==> src/fcor_pkg.sv <==
package fcor_pkg;
   // register offsets on the plain register port
   localparam logic [3:0] TICK_CFG_OFS   = 4'h0;
   localparam logic [3:0] OPT_SHADOW_OFS = 4'h1;
   localparam logic [3:0] STATUS_OFS     = 4'h2;
   localparam logic [3:0] OP_CTRL_OFS    = 4'h3;
   localparam logic [3:0] PULSE_CNT_OFS  = 4'h4;
   // tick config fields
   localparam int LOADED_BIT    = 7;
   localparam int PRESCALE_BIT  = 6;
   localparam int RATIO_MSB     = 5;
   localparam int RATIO_W       = 6;
   localparam logic [7:0] TICK_CFG_RST = 8'h00;
   // option shadow fields
   localparam int UNLOCK_EN_BIT = 7;
   localparam int NORED_BIT     = 6;
   localparam logic [7:0] OPT_IMPL_MASK = 8'hC3;
   localparam logic [1:0] SEC_OPEN_CODE = 2'h2;
   // prescale ratio and operation length
   localparam int PRESCALE_DIV  = 8;
   localparam logic [7:0] OP_PULSES_RST = 8'h00;
   // op control bits
   localparam int OP_START_BIT  = 0;
   // status bits
   localparam int ST_BUSY_BIT   = 0;
   localparam int ST_REFUSED_BIT = 1;
   localparam int ST_SECURE_BIT = 2;
   localparam int ST_REMAP_BIT  = 3;
   localparam int ST_KEY_BIT    = 4;
   localparam int ST_LOADED_BIT = 5;
   typedef enum logic [0:0] {
      FCOR_IDLE = 1'b0,
      FCOR_RUN  = 1'b1
   } fcor_op_t;
endpackage : fcor_pkg

==> src/fcor_top.sv <==
// How it works
// - loaded flag: reset clears, first write sets
// - low seven bits readable, written once
// - erase/program refused until flag set
// - prescale bit selects bus or bus/8
// - timing clock is input over ratio+1
// - each timing pulse lasts one bus cycle unless ratio is zero without prescale, where tick stays high
// - operations last whole numbers of pulses
// - option byte copied into shadow at reset
// - shadow bits five to two read zero
// - shadow readable, writes change nothing
// - eight-bit registers, reset-loaded option copy
// - security code 1:0 alone means unsecured
// - bit six one disables vector remap
// - bit seven zero blocks backdoor unlock
`timescale 1ns/1ns
`default_nettype none
module fcor_top #(
   parameter int RATIO_W = fcor_pkg::RATIO_W
) (
   input  wire logic       clk_in,
   input  wire logic       rst_n_in,
   input  wire logic [7:0] stored_option_byte_in,
   input  wire logic [3:0] addr_in,
   input  wire logic [7:0] wdata_in,
   input  wire logic       wr_in,
   input  wire logic       rd_in,
   output logic      [7:0] rdata_out,
   output logic            flash_timing_tick_out,
   output logic            prog_pulse_out,
   output logic            op_busy_out,
   output logic            secured_out,
   output logic            vector_remap_en_out,
   output logic            backdoor_allowed_out
);
   logic         ratio_loaded_flag_q, ratio_loaded_flag_d;
   logic         prescale_eighth_q, prescale_eighth_d;
   logic [RATIO_W-1:0] ratio_q, ratio_d;
   logic [7:0]   opt_q, opt_d;
   logic         opt_loaded_q, opt_loaded_d;
   logic [2:0]   pre_q, pre_d;
   logic [7:0]   op_len_q, op_len_d;
   logic [7:0]   pulse_left_q, pulse_left_d;
   logic [7:0]   pulse_done_q, pulse_done_d;
   logic         refused_q, refused_d;
   fcor_pkg::fcor_op_t st_q, st_d;
   logic [7:0]   rdata_q, rdata_d;
   logic         step;
   logic         tick;
   logic         start_req;

   // bus/8 enable from a free counter, only used when prescaling
   assign step = !prescale_eighth_q ||
                 (pre_q == 3'(fcor_pkg::PRESCALE_DIV - 1));
   assign start_req = wr_in && (addr_in == fcor_pkg::OP_CTRL_OFS) &&
                      wdata_in[fcor_pkg::OP_START_BIT];

   fcor_divider #(
      .W (RATIO_W)
   ) fcor_divider_i (
      .clk_in   (clk_in),
      .rst_n_in (rst_n_in),
      .run_in   (ratio_loaded_flag_q),
      .step_in  (step),
      .ratio_in (ratio_q),
      .tick_out (tick)
   );

   // divider config register: single write after reset
   always_comb begin
      ratio_loaded_flag_d = ratio_loaded_flag_q;
      prescale_eighth_d   = prescale_eighth_q;
      ratio_d             = ratio_q;
      pre_d               = pre_q + 3'd1;
      if (wr_in && addr_in == fcor_pkg::TICK_CFG_OFS && !ratio_loaded_flag_q) begin
         ratio_loaded_flag_d = 1'b1;
         prescale_eighth_d   = wdata_in[fcor_pkg::PRESCALE_BIT];
         ratio_d             = wdata_in[RATIO_W-1:0];
      end
   end

   always_ff @(posedge clk_in) begin
      if (!rst_n_in) begin
         ratio_loaded_flag_q <= fcor_pkg::TICK_CFG_RST[fcor_pkg::LOADED_BIT];
         prescale_eighth_q   <= fcor_pkg::TICK_CFG_RST[fcor_pkg::PRESCALE_BIT];
         ratio_q             <= '0;
         pre_q               <= 3'd0;
      end else begin
         ratio_loaded_flag_q <= ratio_loaded_flag_d;
         prescale_eighth_q   <= prescale_eighth_d;
         ratio_q             <= ratio_d;
         pre_q               <= pre_d;
      end
   end

   // option shadow: tracks the stored byte while reset is held,
   // caught once more on the first clock after release
   always_comb begin
      opt_d        = opt_q;
      opt_loaded_d = 1'b1;
      if (!opt_loaded_q) begin
         opt_d = stored_option_byte_in & fcor_pkg::OPT_IMPL_MASK;
      end
   end

   // no write path exists to the shadow at all
   always_ff @(posedge clk_in) begin
      if (!rst_n_in) begin
         opt_q        <= stored_option_byte_in & fcor_pkg::OPT_IMPL_MASK;
         opt_loaded_q <= 1'b0;
      end else begin
         opt_q        <= opt_d;
         opt_loaded_q <= opt_loaded_d;
      end
   end

   // operation sequencer: runs a whole number of timing pulses
   always_comb begin
      st_d         = st_q;
      op_len_d     = op_len_q;
      pulse_left_d = pulse_left_q;
      pulse_done_d = pulse_done_q;
      refused_d    = refused_q;
      if (wr_in && addr_in == fcor_pkg::PULSE_CNT_OFS) begin
         op_len_d = wdata_in;
      end
      unique case (st_q)
         fcor_pkg::FCOR_IDLE: begin
            if (start_req) begin
               if (!ratio_loaded_flag_q) begin
                  refused_d = 1'b1;
               end else begin
                  refused_d    = 1'b0;
                  pulse_left_d = op_len_q;
                  pulse_done_d = 8'h00;
                  st_d         = fcor_pkg::FCOR_RUN;
               end
            end
         end
         fcor_pkg::FCOR_RUN: begin
            if (pulse_left_q == 8'h00) begin
               st_d = fcor_pkg::FCOR_IDLE;
            end else if (tick) begin
               pulse_left_d = pulse_left_q - 8'd1;
               pulse_done_d = pulse_done_q + 8'd1;
            end
         end
      endcase
   end

   always_ff @(posedge clk_in) begin
      if (!rst_n_in) begin
         st_q         <= fcor_pkg::FCOR_IDLE;
         op_len_q     <= fcor_pkg::OP_PULSES_RST;
         pulse_left_q <= 8'h00;
         pulse_done_q <= 8'h00;
         refused_q    <= 1'b0;
      end else begin
         st_q         <= st_d;
         op_len_q     <= op_len_d;
         pulse_left_q <= pulse_left_d;
         pulse_done_q <= pulse_done_d;
         refused_q    <= refused_d;
      end
   end

   // read mux, data in the cycle after the strobe
   always_comb begin
      rdata_d = 8'h00;
      if (rd_in) begin
         unique case (addr_in)
            fcor_pkg::TICK_CFG_OFS:
               rdata_d = {ratio_loaded_flag_q, prescale_eighth_q, 6'(ratio_q)};
            fcor_pkg::OPT_SHADOW_OFS: rdata_d = opt_q;
            fcor_pkg::STATUS_OFS: begin
               rdata_d[fcor_pkg::ST_BUSY_BIT]    = (st_q == fcor_pkg::FCOR_RUN);
               rdata_d[fcor_pkg::ST_REFUSED_BIT] = refused_q;
               rdata_d[fcor_pkg::ST_SECURE_BIT]  = secured_out;
               rdata_d[fcor_pkg::ST_REMAP_BIT]   = vector_remap_en_out;
               rdata_d[fcor_pkg::ST_KEY_BIT]     = backdoor_allowed_out;
               rdata_d[fcor_pkg::ST_LOADED_BIT]  = ratio_loaded_flag_q;
            end
            fcor_pkg::PULSE_CNT_OFS: rdata_d = op_len_q;
            default: rdata_d = 8'h00;
         endcase
      end
   end

   always_ff @(posedge clk_in) begin
      if (!rst_n_in) begin
         rdata_q <= 8'h00;
      end else begin
         rdata_q <= rdata_d;
      end
   end

   assign rdata_out             = rdata_q;
   assign flash_timing_tick_out = tick;
   assign prog_pulse_out        = (st_q == fcor_pkg::FCOR_RUN) && tick &&
                                  (pulse_left_q != 8'h00);
   assign op_busy_out           = (st_q == fcor_pkg::FCOR_RUN);
   // decoded option bits
   assign secured_out          = (opt_q[1:0] != fcor_pkg::SEC_OPEN_CODE);
   assign vector_remap_en_out  = !opt_q[fcor_pkg::NORED_BIT];
   assign backdoor_allowed_out = opt_q[fcor_pkg::UNLOCK_EN_BIT];

   // check helper: bus cycles since the last tick, saturating so an idle
   // divider never wraps round into a false match
   logic [9:0] gap_q;
   logic [9:0] gap_d;
   logic [9:0] gap_want;
   logic       tick_seen_q;
   logic       tick_seen_d;

   // first tick after load has an arbitrary prescale phase, so it is skipped
   always_comb begin
      gap_d       = gap_q;
      tick_seen_d = tick_seen_q || tick;
      gap_want    = 10'(ratio_q) + 10'd1;
      if (prescale_eighth_q) begin
         gap_want = gap_want * 10'(fcor_pkg::PRESCALE_DIV);
      end
      if (tick) begin
         gap_d = 10'd1;
      end else if (gap_q != 10'h3FF) begin
         gap_d = gap_q + 10'd1;
      end
   end

   always_ff @(posedge clk_in) begin
      if (!rst_n_in) begin
         gap_q       <= 10'h000;
         tick_seen_q <= 1'b0;
      end else begin
         gap_q       <= gap_d;
         tick_seen_q <= tick_seen_d;
      end
   end
endmodule : fcor_top
`default_nettype wire

==> src/fcor_divider.sv <==
`timescale 1ns/1ns
`default_nettype none
// counts input enables down, reloads ratio, one tick at zero
module fcor_divider #(
   parameter int W = 6
) (
   input  wire logic         clk_in,
   input  wire logic         rst_n_in,
   input  wire logic         run_in,
   input  wire logic         step_in,
   input  wire logic [W-1:0] ratio_in,
   output logic              tick_out
);
   logic [W-1:0] cnt_q;
   logic [W-1:0] cnt_d;
   logic         tick_q;
   logic         tick_d;

   // reload on zero so the period is ratio plus one steps
   always_comb begin
      cnt_d  = cnt_q;
      tick_d = 1'b0;
      if (!run_in) begin
         cnt_d = ratio_in;
      end else if (step_in) begin
         if (cnt_q == '0) begin
            cnt_d  = ratio_in;
            tick_d = 1'b1;
         end else begin
            cnt_d = cnt_q - 1'b1;
         end
      end
   end

   always_ff @(posedge clk_in) begin
      if (!rst_n_in) begin
         cnt_q  <= '0;
         tick_q <= 1'b0;
      end else begin
         cnt_q  <= cnt_d;
         tick_q <= tick_d;
      end
   end

   assign tick_out = tick_q;
endmodule : fcor_divider
`default_nettype wire

==> config.mk <==
export PLATFORM = sky130hd
export DESIGN_NAME = fcor_top
export DESIGN_NICKNAME = d
export VERILOG_FILES = /design/src/fcor_pkg.sv /design/src/fcor_top.sv /design/src/fcor_divider.sv
export SDC_FILE = /design/constraint.sdc
export NUM_CORES = 1
export LEC_CHECK = 0
export BUFFER_PORTS_ARGS = -buffer_cell sky130_fd_sc_hd__buf_4
export CORE_MARGIN = 5
export CORE_UTILIZATION = 56
export DETAILED_ROUTE_END_ITERATION = 10
export PLACE_DENSITY_LB_ADDON = 0.1
export SKIP_LAST_GASP = 1
export SYNTH_ARGS = -nofsm -noshare
export SYNTH_HDL_FRONTEND = slang
export SYNTH_SLANG_ARGS = --single-unit
==> constraint.sdc <==
create_clock -name clk_in -period 2.48 [get_ports clk_in]
set_input_delay 0.744 -clock clk_in [delete_from_list [all_inputs] [get_ports clk_in]]
set_output_delay 0.744 -clock clk_in [all_outputs]
set_load 0.01 [all_outputs]
== After elaboration in Yosys (flattened, before gate mapping) ==
Index checks and enable logic that the tools add are counted.

* Flip-flop bits (word level): 49
* Logic and storage cells: 67

* Add/subtract/negate cells: 3
* Eq/ne operators: 12
* Muxes and demuxes: 19
* Bitwise gates (word level): 1
* Reductions and logical operators: 19

{| class="wikitable"
|+ Operator list
! kind !! count
|-
| 2-to-1 mux 8 bit || 6
|-
| case mux 6 bit (4 select lines) || 1
|-
| 2-to-1 mux 6 bit || 3
|-
| case mux 8 bit (2 select lines) || 1
|-
| inequality test 2 bit, second input constant || 5
|-
| equality test 4 x 2 -> 1 bit, second input constant || 2
|-
| zero test 8 bit || 1
|-
| nonzero test 8 bit || 1
|-
| subtractor 8 x 1 -> 8 bit, second input constant || 1
|-
| logical AND 1 bit || 7
|-
| zero test 6 bit || 1
|-
| 2-to-1 mux 1 bit || 6
|-
| case mux 2 bit (3 select lines) || 1
|-
| subtractor 6 x 1 -> 6 bit, second input constant || 1
|-
| equality test 4 x 1 -> 1 bit, second input constant || 1
|-
| equality test 4 x 3 -> 1 bit, second input constant || 1
|-
| zero test 4 bit || 1
|-
| inequality test 2 x 1 -> 1 bit, second input constant || 2
|-
| AND reduction 2 bit || 2
|-
| AND reduction 4 bit || 1
|-
| adder 3 x 1 -> 3 bit, second input constant || 1
|-
| equality test 3 bit, second input constant || 1
|-
| zero test 1 bit || 3
|-
| AND reduction 3 bit || 1
|-
| 3 further kinds || 3
|}

== Depth between registers and ports, before layout ==
* Word-level depth: 5
* Mapped depth: 8

== Cells and area by module ==
A second synthesis with hierarchy kept.

* Cell total of the unflattened synthesis: 265
* Area, all modules: 2,442.3 um2

{| class="wikitable"
|+ Modules (own cells, without submodules)
! module !! instances !! cells an instance !! area each (um2) !! sequential area each (um2)
|-
| fcor_top || 1 || 210 || 1,976.9 || 880.8
|-
| fcor_divider || 1 || 55 || 465.4 || 140.1
|}

== Least setup slack after synthesis ==
Ideal clock, no wire load.

* Path kind: input port to flip-flop
* Start: input addr_in[1]
* End: register pulse_left_q[3]
* Setup time: 0.119 ns
* Arrival time: 1.893 ns
* Required time: 2.361 ns
* Setup slack: 0.468 ns
* Stages on the path: 7
* Path buffers: 3
* Path through: buf_2 and4bb_1 nand4_1 nor2b_1 buf_6 buf_6 o221a_2

* Cells in the longest elaborated chain, start to end: 5

{| class="wikitable"
|+ RTL lines
! item !! RTL line !! text
|-
| start, declared || fcor_top.sv:24 || <nowiki>input wire logic [3:0] addr_in,</nowiki>
|-
| equality test 4 x 2 -> 1 bit || fcor_top.sv:55 || <nowiki>assign start_req = wr_in && (addr_in == fcor_pkg::OP_CTRL_OFS) &&</nowiki>
|-
| logical AND 1 bit (2 in series) || fcor_top.sv:55 ||
|-
| inequality test 2 bit (no line) || - ||
|-
| AND reduction 4 bit (no line) || - ||
|-
| end signal, assigned || fcor_top.sv:161 || <nowiki>pulse_left_q <= pulse_left_d;</nowiki>
|-
| end, declared || fcor_top.sv:43 || <nowiki>logic [7:0] pulse_left_q, pulse_left_d;</nowiki>
|}

Every way passes these cells.
A chain may end at the register's enable or synchronous reset.

== Final worst setup path ==
* Start: register pulse_left_q[0]
* End: output prog_pulse_out

* Cells in the longest elaborated chain, start to end: 2

{| class="wikitable"
|+ RTL lines
! item !! RTL line !! text
|-
| nonzero test 8 bit || fcor_top.sv:200 || <nowiki>(pulse_left_q != 8'h00);</nowiki>
|-
| logical AND 1 bit || fcor_top.sv:199 || <nowiki>assign prog_pulse_out = (st_q == fcor_pkg::FCOR_RUN) && tick &&</nowiki>
|-
| end, declared || fcor_top.sv:30 || <nowiki>output logic prog_pulse_out,</nowiki>
|}

Every way passes these cells.

==> run_results.csv <==
group,metric,value,unit
routing,wl_per_cell,14.8,um
routing,drc,0,
sta,tightestPinTransition,0.455,ns
final_layout,fillers,334,
final_layout,final_nets,313,
synth,synth_area_leaders,"dfxtp_1, mux2i_1, nor2b_1, edfxtp_1, nand2_1",
routing,via_count,1872,
routing,routed_wirelength,4960,um
floorplanning,fp.dieArea,5650,um^2
sta,fin_crit_sh,0.849,
floorplanning,die_y,75.2,um
critical_path,crit_fanout,5,
sta,setup_slack,0.373,ns
final_layout,drive_gt1_frac,0.211,
synth,ys_ff_latch,49,
clock_network,htreeDepth,2,
critical_path,path_class,"flip-flop to primary output",
sta,slew_headroom,0.694,
final_layout,antenna_cells,0,
global_routing,antenna_found_initial,0,
job,max-cap-violations,0,
routing,vias_per_cell,5.60,
clock_network,cts_hold_buf,0,
floorplanning,ios,38,
sta,slew_viol_final,0,
sta,fmax,475,MHz
synth,yosys_warnings,0,
critical_path,cp-start-kind,"flip-flop",
placed_design,dp_slack,0.304,ns
synth,synth_edf_count,4,
synth,synth_cell_types,53,
placed_design,gp_congestion,0.801,
synth,synth_top_area_frac,0.379,
routing,drt_iter0_drc,143,
routing,ant_nets,0,
global_routing,grt_usage,0.197,
clock_network,cts_tree,"built",
status,outcome,"complete, no violations",
clock_network,clk-insertion-delay-late,0.31,ns
sta,setup_tns,0,ns
floorplanning,rows,23,
placed_design,dp_hpwl,3560,um
clock_network,postCtsSetupBuffers,0,
sta,finalSetupViolCount,0,
clock_network,cts_buffer_depth,2,
critical_path,cp-end-kind,"primary output",
clock_network,clock-root-buffer,"clkbuf_8",
sta,period_needed,2.11,ns
final_layout,syn_to_final_growth,16.2,%
sta,clock_skew,0.00631,ns
floorplanning,die_w,75.2,um
synth,syn-mean-instance-area,9.47,um^2
final_layout,mostFrequentLayoutCell,"dfxtp_1",
clock_network,numCtsBuffers,5,
global_routing,grt-ovfl-total,0,
critical_path,worstPathArrival,1.36,ns
global_routing,grt_pass1_vias,1808,
synth,syn-num-nets,281,
global_routing,grt_pass1_wl,8510,um
synth,synth_ff_type,"dfxtp_1",
pwr,ir_worst_vdd,326,uV
critical_path,cp.required,1.74,ns
pwr,powerDensity,510,nW/um^2
final_layout,final_util,0.681,
sta,fin_hold_ws,0.431,ns
pwr,leakagePower,1.19,nW
sta,rsz0062_at_grt,"no",
global_routing,grt_max_degree,43,
synth,mappedNetlistArea,2380,um^2
synth,async_reset_ff_frac,0,
synth,yosysTopAreaCell,"dfxtp_1",
synth,synth_cells,251,
floorplanning,core_area,4060,um^2
final_layout,layout_common_cells,"dfxtp_1, buf_4, nor2b_1",
clock_network,cts_resized,0,
clock_network,clk_pin_slew_worst_paths,0.09,ns
floorplanning,initial_core_util,0.586,
placed_design,port_buffers,33,
sta,finalHoldViolCount,0,
routing,firstDrtPassIters,4,
pwr,power,1.41,mW
clock_network,cts_sinks,49,
worst_hold_path,min_path_type,"flip-flop to flip-flop",
synth,ys_seq_area_frac,0.429,
[worst max-delay path, stage by stage, from the launching register on]
cell and delay, ns:
dfxtp_1 0.40, inv_1 0.08, ha_1 0.22, a31oi_1 0.19, buf_4 0.16
[final timing paths]
path / depth (start not counted) / slack [ns] / end / start
setup / recovery: 4 / 0.37 / prog_pulse_out / pulse_left_q[0]
hold / removal: 1 / 0.43 / pre_q[0] / pre_q[0]
setup reg to reg: 7 / 0.70 / fcor_divider_i.cnt_q[4] / pre_q[0]
hold reg to reg: 1 / 0.43 / pre_q[0] / pre_q[0]
[power breakdown]
group / internal (mW) / switching [mW]
combinational: 0.0535 / 0.0511
sequential: 0.812 / 0.00915
clock: 0.201 / 0.283
total: 1.07 / 0.343
[synthesized netlist by cell type (2+ instances only)]
cell type	instances
and3_1	3
o21ai_0	11
dfxtp_1	45
o221a_2	2
xor2_1	4
a21boi_0	3
and2_1	3
or3_1	3
clkbuf_1	6
a31oi_1	2
a21boi_1	4
a221oi_1	3
ha_1	6
mux2i_1	17
nand2b_1	2
a211oi_2	2
nor2_1	18
a211o_1	4
a21oi_1	5
nor2b_1	22
nand2_1	21
inv_1	7
mux2_2	4
buf_6	2
a31o_1	2
nand4_1	3
a22oi_1	6
edfxtp_1	4
nor3_1	7
buf_2	5
nand3_1	3
[kinds of logic after synthesis]
kind of cell    count (synthesis)  synth area share
simple gates                   95             0.222
buf+inv                        21            0.0421
xor+xnor                        5            0.0184
mux                            21            0.0905
fa+ha+maj                       7            0.0358
flops                          49             0.429
compound gates                 53             0.162
[cell type report]
class | count | area [um^2] | share of cell area
clock buffer | 5 | 68.8 | 0.0249
clock inverter | 3 | 21.3 | 0.00770
inverter | 7 | 26.3 | 0.00952
multi-input combinational | 181 | 1260 | 0.455
sequential | 49 | 1020 | 0.370
tap | 50 | 62.6 | 0.0227
timing repair buffer | 39 | 305 | 0.111
[through the flow]
stage | cell area (um^2) | instances
global route | 2760 | 334
floorplan | 2380 | 251
global placement | 2670 | 326
detailed placement | 2670 | 326
CTS | 2760 | 334
finish | 2760 | 334
[state kept, by name, indices dropped and copies added (netlist names), 3 cells and up]
name	cells
pre_q	3
pulse_left_q	8
fcor_divider_i.cnt_q	6
rdata_out	8
op_len_q	8
opt_q	4
ratio_q	6
[layer usage]
layer	part of all wire	wire, um	GRT usage	up-vias
met3	0.040	199	0.0481	6
met2	0.47	2340	0.333	35
met1	0.48	2370	0.253	871
met4	0.0087	43	0.0505	0
li1	-	-	-	960
met5	0	0	0	-
(Power assumes the default switching activity.)
